$ cat src/hw/dpdc_cfg.svh
// constants of the dual prescaled down-counter block
`ifndef DPDC_CFG_SVH
`define DPDC_CFG_SVH

`define DPDC_ADDR_MODE      8'hF1
`define DPDC_ADDR_CNT1      8'hF2
`define DPDC_ADDR_PRESCALER1_CONFIG      8'hF3
`define DPDC_ADDR_CNT0      8'hF4
`define DPDC_ADDR_PRESCALER0_CONFIG      8'hF5

`define DPDC_MODE_LOAD0     0
`define DPDC_MODE_EN0       1
`define DPDC_MODE_LOAD1     2
`define DPDC_MODE_EN1       3
`define DPDC_MODE_SEL_LO    6
`define DPDC_MODE_SEL_HI    7

`define DPDC_PRE_CONT       0
`define DPDC_PRE_INPUT_EN   1
`define DPDC_PRE_CLK_INT    2
`define DPDC_PRE_MOD_LO     2
`define DPDC_PRE_MOD_HI     7

`define DPDC_RESET_MODE     8'h00
`define DPDC_RESET_PRE      8'h00
`define DPDC_RESET_CNT      8'h00
`define DPDC_PRE_READ       8'hFF

`define DPDC_TCLK_DIV       4

`endif

$ cat src/hw/dpdc_pkg.sv
// types shared by the dual prescaled down-counter modules
`default_nettype none

package dpdc_pkg;

	typedef logic [7:0] dpdc_byte_t;
	typedef logic [5:0] dpdc_modulus_t;

	typedef enum {
		DPDC_TOUT_OFF,
		DPDC_TOUT_CH0,
		DPDC_TOUT_CH1,
		DPDC_TOUT_CLK
	} dpdc_tout_sel_t;

	typedef enum {
		DPDC_CH_COUNTING,
		DPDC_CH_AT_REST
	} dpdc_chan_state_t;

endpackage : dpdc_pkg

`default_nettype wire

$ cat src/hw/dpdc_chan_if.sv
// signals between the register logic and one counter channel
`timescale 1ns/1ps
`default_nettype none

interface dpdc_chan_if;
	import dpdc_pkg::*;

	logic          load;
	logic          enable;
	logic          continuous;
	dpdc_modulus_t modulus;
	dpdc_byte_t    init_val;
	logic          use_ext;
	logic          ext_edge;
	dpdc_byte_t    count;
	logic          eoc;

	modport ctrl (
		output load, enable, continuous, modulus, init_val, use_ext, ext_edge,
		input  count, eoc
	);
	modport chan (
		input  load, enable, continuous, modulus, init_val, use_ext, ext_edge,
		output count, eoc
	);
	modport obs (
		input  load, eoc
	);
endinterface : dpdc_chan_if

`default_nettype wire

$ cat src/hw/dpdc_chan.sv
// one 6-bit prescaler plus 8-bit down-counter channel
`timescale 1ns/1ps
`default_nettype none

`include "dpdc_cfg.svh"

module dpdc_chan
	import dpdc_pkg::*;
#(
	parameter int TCLK_DIV = `DPDC_TCLK_DIV
) (
	input  wire logic  clk_in,    // internal clock
	input  wire logic  rst_b_in,  // synchronous reset, active low
	dpdc_chan_if.chan  ch         // control and status of this channel
);
	localparam int PW = (TCLK_DIV > 1) ? $clog2(TCLK_DIV) : 1;

	if (TCLK_DIV < 2 || TCLK_DIV > 256) begin : g_bad_div
		$error("TCLK_DIV must lie in 2..256");
	end

	logic [PW-1:0]    phase_reg;
	logic [PW-1:0]    phase_next;
	dpdc_modulus_t    pre_reg;
	dpdc_byte_t       cnt_reg;
	logic             eoc_reg;
	dpdc_chan_state_t state_reg;

	wire int_tick = (phase_reg == PW'(TCLK_DIV - 1));
	wire tick     = ch.use_ext ? ch.ext_edge : int_tick;
	wire pre_end  = (pre_reg == 6'h01);
	wire cnt_end  = (cnt_reg == 8'h01);
	wire active   = ch.enable && (state_reg == DPDC_CH_COUNTING);

	// phase restarts while disabled so the first tick lands a full period later;
	// a load keeps the phase, so load with enable still decrements four clocks on
	assign phase_next = (!ch.enable || int_tick) ? '0 : phase_reg + PW'(1);

	always_ff @(posedge clk_in) begin
		if (!rst_b_in)
			phase_reg <= '0;
		else
			phase_reg <= phase_next;
	end

	always_ff @(posedge clk_in) begin
		if (!rst_b_in) begin
			pre_reg   <= '0;
			cnt_reg   <= `DPDC_RESET_CNT;
			eoc_reg   <= 1'b0;
			state_reg <= DPDC_CH_COUNTING;
		end else begin
			eoc_reg <= 1'b0;
			if (ch.load) begin
				pre_reg   <= ch.modulus;
				cnt_reg   <= ch.init_val;
				state_reg <= DPDC_CH_COUNTING;
			end else if (active && tick) begin
				if (pre_end) begin
					pre_reg <= ch.modulus;
					if (cnt_end) begin
						eoc_reg <= 1'b1;
						case (ch.continuous)
							1'b1:    cnt_reg <= ch.init_val;
							default: begin
								cnt_reg   <= 8'h00;
								state_reg <= DPDC_CH_AT_REST;
							end
						endcase
					end else begin
						// zero wraps to FF here, which is how 00 gives 256 counts
						cnt_reg <= cnt_reg - 8'h01;
					end
				end else begin
					pre_reg <= pre_reg - 6'h01;
				end
			end
		end
	end

	assign ch.count = cnt_reg;
	assign ch.eoc   = eoc_reg;
endmodule : dpdc_chan

`default_nettype wire

$ cat src/hw/dpdc_top.sv
// dual prescaled down-counter: register file, input sync and channels
`timescale 1ns/1ps
`default_nettype none

`include "dpdc_cfg.svh"

module dpdc_top
	import dpdc_pkg::*;
(
	input  wire logic       CLK_IN,                  // internal clock, 125 MHz
	input  wire logic       RST_B_IN,                // synchronous reset, active low
	input  wire logic [7:0] REG_ADDR_IN,             // register file address
	input  wire logic       REG_WR_EN_IN,            // write strobe
	input  wire logic       REG_RD_EN_IN,            // read strobe
	input  wire logic [7:0] REG_WDATA_IN,            // write data
	output logic      [7:0] REG_RDATA_OUT,           // read data, one cycle after strobe
	output logic            REG_RVALID_OUT,          // read data valid pulse
	input  wire logic       TIMER_INPUT_PIN_IN,      // external clock for second timer
	input  wire logic       PORT_DATA_BIT_IN,        // port data bit of the shared pin
	input  wire logic       PORT_PIN_IS_OUTPUT_IN,   // port mode makes the pin an output
	output logic            FIRST_TIMER_IRQ_OUT,     // first timer end-of-count pulse
	output logic            SECOND_TIMER_IRQ_OUT,    // second timer end-of-count pulse
	output logic            TOGGLE_OUTPUT_PIN_OUT,   // shared pin drive level
	output logic            TOGGLE_OUTPUT_PIN_OE_OUT // shared pin output enable
);
	dpdc_byte_t mode_reg;
	dpdc_byte_t mode_next;
	dpdc_byte_t prescaler0_config_reg;
	dpdc_byte_t prescaler1_config_reg;
	dpdc_byte_t init0_reg;
	dpdc_byte_t init1_reg;
	dpdc_byte_t rdata_reg;
	dpdc_byte_t rdata_next;
	logic       rvalid_reg;

	logic       tin_s1_reg;
	logic       tin_s2_reg;
	logic       tin_s3_reg;
	logic       tin_level_reg;

	logic       pin_level;

	dpdc_chan_if ch0_if ();
	dpdc_chan_if ch1_if ();

	// address decode
	wire sel_mode = (REG_ADDR_IN == `DPDC_ADDR_MODE);
	wire sel_cnt1 = (REG_ADDR_IN == `DPDC_ADDR_CNT1);
	wire sel_prescaler1_config = (REG_ADDR_IN == `DPDC_ADDR_PRESCALER1_CONFIG);
	wire sel_cnt0 = (REG_ADDR_IN == `DPDC_ADDR_CNT0);
	wire sel_prescaler0_config = (REG_ADDR_IN == `DPDC_ADDR_PRESCALER0_CONFIG);

	wire wr_mode = REG_WR_EN_IN && sel_mode;
	wire wr_cnt1 = REG_WR_EN_IN && sel_cnt1;
	wire wr_prescaler1_config = REG_WR_EN_IN && sel_prescaler1_config;
	wire wr_cnt0 = REG_WR_EN_IN && sel_cnt0;
	wire wr_prescaler0_config = REG_WR_EN_IN && sel_prescaler0_config;

	function automatic dpdc_modulus_t modulus_of(input dpdc_byte_t pre);
		modulus_of = pre[`DPDC_PRE_MOD_HI:`DPDC_PRE_MOD_LO];
	endfunction : modulus_of

	// load bits live one clock; a write of zero to them has no further effect
	always_comb begin
		mode_next = mode_reg;
		mode_next[`DPDC_MODE_LOAD0] = 1'b0;
		mode_next[`DPDC_MODE_LOAD1] = 1'b0;
		if (wr_mode)
			mode_next = REG_WDATA_IN;
	end

	always_ff @(posedge CLK_IN) begin
		if (!RST_B_IN)
			mode_reg <= `DPDC_RESET_MODE;
		else
			mode_reg <= mode_next;
	end

	// count and modulus fields feed the counters only at a load or reload; the continuous and clock-source bits act at once
	always_ff @(posedge CLK_IN) begin
		if (!RST_B_IN) begin
			prescaler0_config_reg  <= `DPDC_RESET_PRE;
			prescaler1_config_reg  <= `DPDC_RESET_PRE;
			init0_reg <= `DPDC_RESET_CNT;
			init1_reg <= `DPDC_RESET_CNT;
		end else begin
			if (wr_prescaler0_config)
				prescaler0_config_reg <= REG_WDATA_IN;
			if (wr_prescaler1_config)
				prescaler1_config_reg <= REG_WDATA_IN;
			if (wr_cnt0)
				init0_reg <= REG_WDATA_IN;
			if (wr_cnt1)
				init1_reg <= REG_WDATA_IN;
		end
	end

	// read mux; unmapped addresses read as zero
	always_comb begin
		rdata_next = 8'h00;
		if (sel_mode)
			rdata_next = mode_reg;
		else if (sel_prescaler0_config || sel_prescaler1_config)
			rdata_next = `DPDC_PRE_READ;
		else if (sel_cnt0)
			rdata_next = ch0_if.count;
		else if (sel_cnt1)
			rdata_next = ch1_if.count;
	end

	always_ff @(posedge CLK_IN) begin
		if (!RST_B_IN) begin
			rdata_reg  <= 8'h00;
			rvalid_reg <= 1'b0;
		end else begin
			rvalid_reg <= REG_RD_EN_IN;
			if (REG_RD_EN_IN)
				rdata_reg <= rdata_next;
		end
	end

	// external input: three flops, level accepted once the last two agree
	always_ff @(posedge CLK_IN) begin
		if (!RST_B_IN) begin
			tin_s1_reg    <= 1'b1;
			tin_s2_reg    <= 1'b1;
			tin_s3_reg    <= 1'b1;
			tin_level_reg <= 1'b1;
		end else begin
			tin_s1_reg <= TIMER_INPUT_PIN_IN;
			tin_s2_reg <= tin_s1_reg;
			tin_s3_reg <= tin_s2_reg;
			if (tin_s2_reg == tin_s3_reg)
				tin_level_reg <= tin_s3_reg;
		end
	end

	// a high-to-low change of the filtered level is one external clock event
	wire tin_fall = tin_level_reg && !tin_s2_reg && !tin_s3_reg;

	assign ch0_if.load       = mode_reg[`DPDC_MODE_LOAD0];
	assign ch0_if.enable     = mode_reg[`DPDC_MODE_EN0];
	assign ch0_if.continuous = prescaler0_config_reg[`DPDC_PRE_CONT];
	assign ch0_if.modulus    = modulus_of(prescaler0_config_reg);
	assign ch0_if.init_val   = init0_reg;
	assign ch0_if.use_ext    = 1'b0;
	assign ch0_if.ext_edge   = 1'b0;

	assign ch1_if.load       = mode_reg[`DPDC_MODE_LOAD1];
	assign ch1_if.enable     = mode_reg[`DPDC_MODE_EN1];
	assign ch1_if.continuous = prescaler1_config_reg[`DPDC_PRE_CONT];
	assign ch1_if.modulus    = modulus_of(prescaler1_config_reg);
	assign ch1_if.init_val   = init1_reg;
	assign ch1_if.use_ext    = !prescaler1_config_reg[`DPDC_PRE_CLK_INT];
	assign ch1_if.ext_edge   = tin_fall;

	dpdc_chan #(
		.TCLK_DIV (`DPDC_TCLK_DIV)
	) u_ch0 (
		.clk_in   (CLK_IN),
		.rst_b_in (RST_B_IN),
		.ch       (ch0_if.chan)
	);

	dpdc_chan #(
		.TCLK_DIV (`DPDC_TCLK_DIV)
	) u_ch1 (
		.clk_in   (CLK_IN),
		.rst_b_in (RST_B_IN),
		.ch       (ch1_if.chan)
	);

	dpdc_tout u_tout (
		.clk_in       (CLK_IN),
		.rst_b_in     (RST_B_IN),
		.sel_in       (mode_reg[`DPDC_MODE_SEL_HI:`DPDC_MODE_SEL_LO]),
		.port_data_in (PORT_DATA_BIT_IN),
		.ch0          (ch0_if.obs),
		.ch1          (ch1_if.obs),
		.pin_out      (pin_level)
	);

	assign REG_RDATA_OUT  = rdata_reg;
	assign REG_RVALID_OUT = rvalid_reg;

	assign FIRST_TIMER_IRQ_OUT  = ch0_if.eoc;
	assign SECOND_TIMER_IRQ_OUT = ch1_if.eoc;

	// pin only drives when the port side has made it an output
	assign TOGGLE_OUTPUT_PIN_OUT    = pin_level;
	assign TOGGLE_OUTPUT_PIN_OE_OUT = PORT_PIN_IS_OUTPUT_IN;
endmodule : dpdc_top

`default_nettype wire

$ cat src/hw/dpdc_tout.sv
// toggle output flip-flop and pin source selection
`timescale 1ns/1ps
`default_nettype none

module dpdc_tout
	import dpdc_pkg::*;
(
	input  wire logic     clk_in,       // internal clock
	input  wire logic     rst_b_in,     // synchronous reset, active low
	input  wire logic [1:0] sel_in,     // output source select
	input  wire logic     port_data_in, // port data bit for this pin
	dpdc_chan_if.obs      ch0,          // first channel
	dpdc_chan_if.obs      ch1,          // second channel
	output logic          pin_out       // registered pin level
);
	logic toggle_reg;
	logic clk_half_reg;

	dpdc_tout_sel_t sel;
	assign sel = dpdc_tout_sel_t'(sel_in);

	wire sel_eoc = (sel == DPDC_TOUT_CH0) ? ch0.eoc :
	               (sel == DPDC_TOUT_CH1) ? ch1.eoc : 1'b0;

	always_ff @(posedge clk_in) begin
		if (!rst_b_in) begin
			toggle_reg   <= 1'b1;
			clk_half_reg <= 1'b0;
		end else begin
			clk_half_reg <= ~clk_half_reg;
			if (ch0.load || ch1.load)
				toggle_reg <= 1'b1;
			else if (sel_eoc)
				toggle_reg <= ~toggle_reg;
		end
	end

	// clock output can only be shown at half rate from inside the clock domain
	always_ff @(posedge clk_in) begin
		if (!rst_b_in) begin
			pin_out <= 1'b0;
		end else begin
			case (sel)
				DPDC_TOUT_OFF: pin_out <= port_data_in;
				DPDC_TOUT_CLK: pin_out <= clk_half_reg;
				default:       pin_out <= toggle_reg;
			endcase
		end
	end
endmodule : dpdc_tout

`default_nettype wire

$ cat config.mk
export PLATFORM = sky130hd
export DESIGN_NAME = dpdc_top
export DESIGN_NICKNAME = d
export VERILOG_FILES = /design/src/hw/dpdc_pkg.sv /design/src/hw/dpdc_chan_if.sv /design/src/hw/dpdc_chan.sv /design/src/hw/dpdc_top.sv /design/src/hw/dpdc_tout.sv
export VERILOG_INCLUDE_DIRS = /design/src /design/src/hw
export SDC_FILE = /design/constraint.sdc
export NUM_CORES = 1
export LEC_CHECK = 0
export ABC_CLOCK_PERIOD_IN_PS = 3990
export BUFFER_PORTS_ARGS = -buffer_cell sky130_fd_sc_hd__buf_4
export CAP_MARGIN = 5
export CORE_ASPECT_RATIO = 2
export CORE_MARGIN = 4
export CORE_UTILIZATION = 32
export CTS_BUF_LIST = sky130_fd_sc_hd__clkbuf_4
export DETAILED_ROUTE_END_ITERATION = 8
export PLACE_DENSITY = 0.53
export RECOVER_POWER = 100
export SYNTH_ARGS = -nofsm -noshare
export SYNTH_HDL_FRONTEND = slang
export SYNTH_SLANG_ARGS = --single-unit
$ cat constraint.sdc
create_clock -name CLK_IN -period 3.99 [get_ports CLK_IN]
set_input_delay 1.197 -clock CLK_IN [delete_from_list [all_inputs] [get_ports CLK_IN]]
set_output_delay 1.197 -clock CLK_IN [all_outputs]
set_load 0.005 [all_outputs]
==> summary.txt, run 1 <==
Power and ir drop
  • Switching power: 0.3912 mW
  • Register share of total power: 59.3%
  • Comb power frac: 5.3%
  • Worst voltage drop across the vdd grid: 181.0 uV
  • Leakage dissipation: 1.998 nW
  • Internal Power: 1.137 mW
  • Switching Share: 25.60%
  • Total power draw: 1.528 mW
  • Clock share of power: 35.4%
  • Cell area power density: 309.7 nW/um^2

Clock network
  • Hold-fix buffers at CTS: 0
  • Clk sinks: 90
  • CTS-repair resized insts: 0
  • Number of H-tree levels: 3
  • Number of setup buffers added after CTS: 0
  • Number of CTS-inserted buffers: 9
  • Clk pin slew, worst setup/hold paths: 0.16 ns
  • Source-to-sink clock delay at the later pin of the worst-skew pair: 0.46 ns
  • TritonCTS clock tree: yes
  • Buffers from clock root to sink, at most: 2
  • Root buffer cell: sky130_fd_sc_hd__clkbuf_4

STA
  • Relative slew slack: -0.4974%
  • Share of the clock period used by the worst path: 74.41%
  • Slew @ Worst Pin: 1.507 ns
  • Worst setup slack after layout: 1.021 ns
  • Max Clock Freq: 0.3368 GHz
  • Setup repair after global routing missed its margin: no
  • Final hold violations: 0
  • Final Max Slew Viols: 33
  • Clock tree skew after final layout: 0.02894 ns
  • Setup total negative slack: 0 ns
  • Period minus WS final: 2.969 ns
  • Setup-violating endpoint count in the final report: 0

Floorplanning
  • Initial core utilization: 32.94%
  • Width of the chip: 91.39 um
  • Die Area: 15970 sq um
  • Core outline area: 13510 sq um
  • Number of top-level pins: 36
  • Row count: 60
  • Die boundary height: 174.8 um

Detailed routing
  • Iteration count of the initial detailed-routing pass: 4
  • Detailed-route wire length: 12710 um
  • Wire length per cell: 18.83 um
  • Via count: 3746
  • Drt drc: 0
  • Antenna-violating nets left: 0
  • Starting DRT DRC Count: 150
  • Detailed-route vias per instance: 5.550

Critical path
  • Critical Path, Cell by Cell: clkbuf_1 > clkbuf_1 > o21ai_0 > o22ai_1
  • Worst EP required: 4.38 ns
  • Destination of the critical timing path: u_ch1.pre_reg[3]
  • Launch instance of the worst register-to-register path: mode_reg[2]
  • Number of logic stages on the critical path including buffering: 4
  • First element of the critical path: RST_B_IN
  • Worst path slowest cell: sky130_fd_sc_hd__clkbuf_1
  • Cell type group with the largest total delay on the critical path: buffers and inverters
  • Element type at the critical path end: flip-flop
  • Largest driver fanout on the critical path: 32
  • Longest individual stage delay on the worst path: 1.10 ns
  • Type of element launching the critical path: input port
  • Worst setup path class: input port to flip-flop
  • Cell repeated most along the worst path: sky130_fd_sc_hd__clkbuf_1
  • Reg-to-Reg End: u_ch1.ch.count[7]
  • Worst Reg-to-Reg Cells: 3
  • Worst reg2reg setup slack: 1.60 ns
  • Crit path buf inv count: 2
  • CP arrival: 3.36 ns

Cells and area
  • Final core area utilization: 36.51%
  • Net count of the finished layout: 551
  • Fraction of layout instances using a drive strength above 1: 11.56%
  • Fin area: 4933 sq um
  • Highest-count cells in the layout ignoring fill and taps: 90 x sky130_fd_sc_hd__dfxtp_1, 58 x sky130_fd_sc_hd__nor2_1, 43 x sky130_fd_sc_hd__mux2i_1
  • Area overhead of the layout relative to synthesis: 10.85%
  • Fillers: 1421
  • Commonest non-fill, non-tap cell in the layout: sky130_fd_sc_hd__dfxtp_1

Place
  • Post-detailed-placement half-perimeter wirelength: 9586 um
  • Total cell area at the placement stage: 4807 sq um
  • Port bufs: 33
  • Setup Slack @ Placement: 1.266 ns
  • RD Place Congestion: 0.8450

Synthesis
  • Number of library cell types mapped by synthesis: 63
  • Synthesis-stage register bit count: 90
  • Synth warnings: 0
  • Async SR Flop Fraction: 0%
  • EDFF count, synth: 0
  • Predominant post-synthesis flop cell: sky130_fd_sc_hd__dfxtp_1
  • Average cell area after synthesis: 9.046 sq um
  • Sequential-to-total area share from yosys stat: 40.48%
  • Number of nets in the synthesized netlist: 529
  • Instance count of the mapped netlist: 492
  • Combined area of all synthesized cells: 4451 sq um

Min path
  • Start point of the worst min-delay path: tin_s1_reg
  • Class of the tightest hold or removal check: flip-flop to flip-flop

Global routing
  • Pin count of the biggest net entering global routing: 33
  • Leftover overflow at the end of global routing: 0
  • Global-route usage over all layers: 16.27%
  • Global-route wire length before repair: 20420 um
  • Via count of the first global-routing pass: 3863
  • Initial antenna violation count: 1

Run status
  • Run status: finished, violations left
  • Violated checks: max-capacitance violations, max-slew violations

Flow run
  • Maximum capacitance violations: 1
-- worst min path at each step --
stage                                to  slack [ns]  cells after the start
CTS                          tin_s2_reg        0.43                      1
global route        u_tout.clk_half_reg        0.46                      1
floorplan                    tin_s2_reg        0.39                      1
finish                       tin_s2_reg        0.43                      1
global placement             tin_s2_reg        0.39                      1
detailed placement           tin_s2_reg        0.39                      1
-- cells in the mapped netlist, drive strengths merged (3+ instances only) --
master / count / share of area (%)
o2111ai: 10 / 2.0
o21ai: 14 / 1.6
and3: 3 / 0.42
mux2i: 43 / 9.7
nand4: 4 / 0.56
a21oi: 39 / 4.6
a22oi: 11 / 1.9
nor4: 7 / 1.7
nor2: 58 / 4.9
a31o: 3 / 0.59
nand3: 4 / 0.45
a21o: 3 / 0.51
ha: 14 / 3.9
nand2: 20 / 1.7
or3: 3 / 0.42
nand2b: 16 / 2.2
a221oi: 3 / 0.59
o32ai: 3 / 0.59
a211oi: 10 / 1.7
o22ai: 18 / 2.5
nor3b: 4 / 0.67
and4b: 4 / 0.90
a21boi: 3 / 0.51
nor4b: 4 / 1.1
clkbuf: 18 / 1.5
nor3: 6 / 0.67
buf: 7 / 0.90
o31ai: 3 / 0.51
a32oi: 3 / 0.59
inv: 19 / 1.6
nor4bb: 3 / 0.67
nand3b: 3 / 0.51
nor2b: 6 / 0.84
dfxtp: 90 / 40
and2: 5 / 0.70
-- cell families after synthesis --
logic type | synth area share, %
DFF | 40.48
buffers and inverters | 4.104
adders and majority gates | 3.936
and+or+nand+nor | 20.21
AOI/OAI and AO/OA | 21.20
xor gates and xnor gates | 0.3937
muxes | 9.671
-- through the flow --
| step | hold slack [ns] | instances |
|---|---|---|
| finish | 0.4274 | 675 |
| global route | 0.4623 | 675 |
| CTS | 0.4295 | 674 |
| detailed placement | 0.3931 | 658 |
| global placement | 0.3946 | 658 |
| floorplan | 0.3863 | 492 |
-- power groups by stage --
stage	logic [mW]	clock network, mW	registers (mW)
global route	0.0888	0.598	0.906
detailed placement	0.0844	0	0.925
floorplan	0.0424	0	0.924
CTS	0.0846	0.560	0.905
finish	0.0815	0.541	0.905
global placement	0.0845	0	0.925
-- routing by layer --
layer / up-vias / track usage [%] / wire, um
met2: 80 / 30.38 / 7108
met4: 0 / 8.816 / 454
met5: - / 0 / 0
li1: 1875 / - / -
met1: 1773 / 16.85 / 4830
met3: 18 / 2.714 / 314
-- area by class of cell --
class                      count  area (sq um)  share of cell area (%)
timing repair buffer          36         255.2                   5.174
sequential                    90          1802                   36.52
antenna                        1         2.502                 0.05072
multi-input combinational    357          2457                   49.81
tap                          155         193.9                   3.931
clock buffer                  10         75.07                   1.522
clock inverter                 6         72.57                   1.471
inverter                      20         75.07                   1.522
(Power assumes the default switching activity.)
==> run 2: changes to the inputs <==
--- a/config.mk
+++ b/config.mk
@@ -6,7 +6,8 @@
 export SDC_FILE = /design/constraint.sdc
 export NUM_CORES = 1
 export LEC_CHECK = 0
-export ABC_CLOCK_PERIOD_IN_PS = 3990
+export ABC_AREA = 1
+export ABC_CLOCK_PERIOD_IN_PS = 2800
 export BUFFER_PORTS_ARGS = -buffer_cell sky130_fd_sc_hd__buf_4
 export CAP_MARGIN = 5
 export CORE_ASPECT_RATIO = 2
==> constraint.sdc (replaced) <==
create_clock -name CLK_IN -period 2.8 [get_ports CLK_IN]
set_input_delay 0.84 -clock CLK_IN [delete_from_list [all_inputs] [get_ports CLK_IN]]
set_output_delay 0.84 -clock CLK_IN [all_outputs]
set_load 0.005 [all_outputs]
==> summary.txt, run 2 <==
Global routing
  • Met3 track demand over resource: 2.786%
  • Initial antenna violation count: 1
  • Via count of the first global-routing pass: 4103
  • Met1 track utilization from global routing: 15.20%
  • Global-route usage over all layers: 15.39%
  • M2 GR Usage: 29.73%
  • Leftover overflow at the end of global routing: 0
  • Pin count of the biggest net entering global routing: 33
  • Global-route wire length before repair: 19750 um
  • Highest-utilization routing layer at the global route stage: met2

Critical path
  • Worst reg2reg setup slack: 0.76 ns
  • Element type at the critical path end: flip-flop
  • Worst path slowest cell: sky130_fd_sc_hd__clkbuf_1
  • CP arrival: 2.46 ns
  • Largest driver fanout on the critical path: 32
  • Launch instance of the worst register-to-register path: u_ch0.pre_reg[1]
  • Type of element launching the critical path: input port
  • Critical Path, Cell by Cell: buf_4 > clkbuf_1 > nand2_1 > a22oi_1
  • Worst EP required: 3.16 ns
  • Reg-to-Reg End: u_ch0.ch.count[0]
  • Worst Reg-to-Reg Cells: 9
  • Worst setup path class: input port to flip-flop
  • First element of the critical path: RST_B_IN
  • Longest individual stage delay on the worst path: 0.86 ns

Cells and area
  • Fraction of layout instances using a drive strength above 1: 13.69%
  • Area overhead of the layout relative to synthesis: 9.957%
  • Highest-count cells in the layout ignoring fill and taps: 137 x sky130_fd_sc_hd__nand2_1, 90 x sky130_fd_sc_hd__dfxtp_1, 83 x sky130_fd_sc_hd__nor2_1
  • Final core area utilization: 35.82%
  • Net count of the finished layout: 726
  • Commonest non-fill, non-tap cell in the layout: sky130_fd_sc_hd__nand2_1

Synthesis
  • Predominant post-synthesis flop cell: sky130_fd_sc_hd__dfxtp_1
  • Portion of netlist area occupied by mux cells: 0%
  • Area fraction in compound gates after synthesis: 16.44%
  • Number of nets in the synthesized netlist: 697
  • Sequential-to-total area share from yosys stat: 38.75%
  • Leading cell types by count after synthesis: 132 x sky130_fd_sc_hd__nand2_1, 90 x sky130_fd_sc_hd__dfxtp_1, 82 x sky130_fd_sc_hd__nor2_1
  • Dominant cell by count in the synthesized netlist: sky130_fd_sc_hd__nand2_1
  • Post-synthesis xor/xnor area fraction: 1.507%
  • Instance count of the mapped netlist: 660
  • Average cell area after synthesis: 7.045 sq um
  • Number of library cell types mapped by synthesis: 39
  • Largest family of logic cells by synthesized area: simple AND/OR/NAND/NOR gates
  • Synthesized-area fraction occupied by and/or/nand/nor cells: 29.36%
  • Main area contributors after synthesis: sky130_fd_sc_hd__dfxtp_1 39%, sky130_fd_sc_hd__nand2_1 11%, sky130_fd_sc_hd__nor2_1 6.6%
  • Synthesis-stage register bit count: 90
  • Top cell type by total area after synthesis: sky130_fd_sc_hd__dfxtp_1
  • Combined area of all synthesized cells: 4649 sq um
  • Synth warnings: 0
  • Post-synthesis adder-cell area fraction: 3.767%
  • Portion of synthesized cell area occupied by the leading cell type: 38.75%
  • Async SR Flop Fraction: 0%
  • EDFF count, synth: 0

Floorplanning
  • Width of the chip: 93.24 um
  • Die boundary height: 178.5 um
  • Die Area: 16640 sq um
  • Initial core utilization: 32.57%
  • Number of top-level pins: 36
  • Row count: 62
  • Core outline area: 14270 sq um

Detailed routing
  • Via count: 4143
  • Iteration count of the initial detailed-routing pass: 4
  • Detailed-route vias per instance: 4.671
  • Drt drc: 0
  • Wire length per cell: 13.97 um
  • Detailed-route wire length: 12390 um
  • Starting DRT DRC Count: 176
  • Antenna-violating nets left: 0

Run status
  • Run status: finished clean

Min path
  • Hold EP: tin_s2_reg
  • Start point of the worst min-delay path: tin_s1_reg
  • Class of the tightest hold or removal check: flip-flop to flip-flop
  • Worst Hold Depth: 1

Power and ir drop
  • Worst voltage drop across the vdd grid: 158.3 uV
  • Leakage dissipation: 2.272 nW
  • Cell area power density: 420.5 nW/um^2

Clock network
  • Clk sinks: 90
  • Number of H-tree levels: 3
  • Source-to-sink clock delay at the later pin of the worst-skew pair: 0.45 ns
  • Buffers from clock root to sink, at most: 2
  • Hold-fix buffers at CTS: 0
  • Clk pin slew, worst setup/hold paths: 0.16 ns
  • Number of CTS-inserted buffers: 9
  • Number of setup buffers added after CTS: 0
  • Root buffer cell: sky130_fd_sc_hd__clkbuf_4
  • CTS-repair resized insts: 0
  • TritonCTS clock tree: yes

STA
  • Setup repair after global routing missed its margin: no
  • Max Clock Freq: 0.4764 GHz
  • Setup total negative slack: 0 ns
  • Worst slack on hold paths: 0.4354 ns
  • Clock tree skew after final layout: 0.02465 ns
  • Relative slew slack: 25.53%
  • Slew @ Worst Pin: 1.117 ns
  • Final hold violations: 0
  • Final Max Slew Viols: 0
  • Share of the clock period used by the worst path: 74.96%
  • Setup-violating endpoint count in the final report: 0
  • Period minus WS final: 2.099 ns

Flow run
  • Maximum capacitance violations: 0

Place
  • Port bufs: 33
  • Post-detailed-placement half-perimeter wirelength: 9726 um
  • RD Place Congestion: 0.8610
## run 2: cell families after synthesis
| logic type | after synthesis |
|---|---|
| adders and majority gates | 14 |
| xor gates and xnor gates | 8 |
| and+or+nand+nor | 290 |
| AOI/OAI and AO/OA | 145 |
| DFF | 90 |
| buffers and inverters | 113 |
## run 2: through the flow
step	instances	power (mW)	instance area, sq um	setup slack (ns)
finish	887	2.150	5112	0.7011
global route	887	2.235	5112	0.5414
CTS	886	2.184	5186	0.8667
detailed placement	870	1.433	5041	0.6379
global placement	870	1.431	5041	0.7109
floorplan	660	1.380	4649	0.9762
## run 2: per-layer routing
metal  part of all wire [%]  vias up
met1                     39     1875
met4                    3.4        0
met2                     55       68
met3                    2.2       25
li1                       -     2175
met5                      0        -
## run 2: layout make-up
cell class	count	area, sq um
clock buffers	9	67.56
repair buffers	35	247.7
multi-input cells	457	2313
flip-flops and latches	90	1802
fillers	1599	9161
inverters	96	361.6
clock inverters	7	77.57
well taps	192	240.2
diodes	1	2.502
## run 2: critical path, delay by kind of cell
kind	cells	cell delay, ns
buffers and inverters	2	1.13
AO/OA/AOI/OAI	1	0.23
AND/OR/NAND/NOR	1	0.25
## run 2: how the worst max path moves through the flow
stage,depth (start not counted),end,slack [ns]
6_report,4,mode_reg[3],0.70
2_1_floorplan,7,prescaler1_config_reg[5],0.98
4_1_cts,10,u_ch1.ch.count[7],0.87
5_1_grt,9,u_ch0.ch.count[0],0.54
3_5_place_dp,8,prescaler0_config_reg[4],0.64
3_3_place_gp,8,mode_reg[7],0.71
## run 2: power by group
part           leakage, nW  switching [mW]  internal [mW]
sequential           0.726         0.00247           1.29
combinational         1.47          0.0702         0.0387
clock               0.0765           0.473          0.278
total                 2.27           0.545           1.60
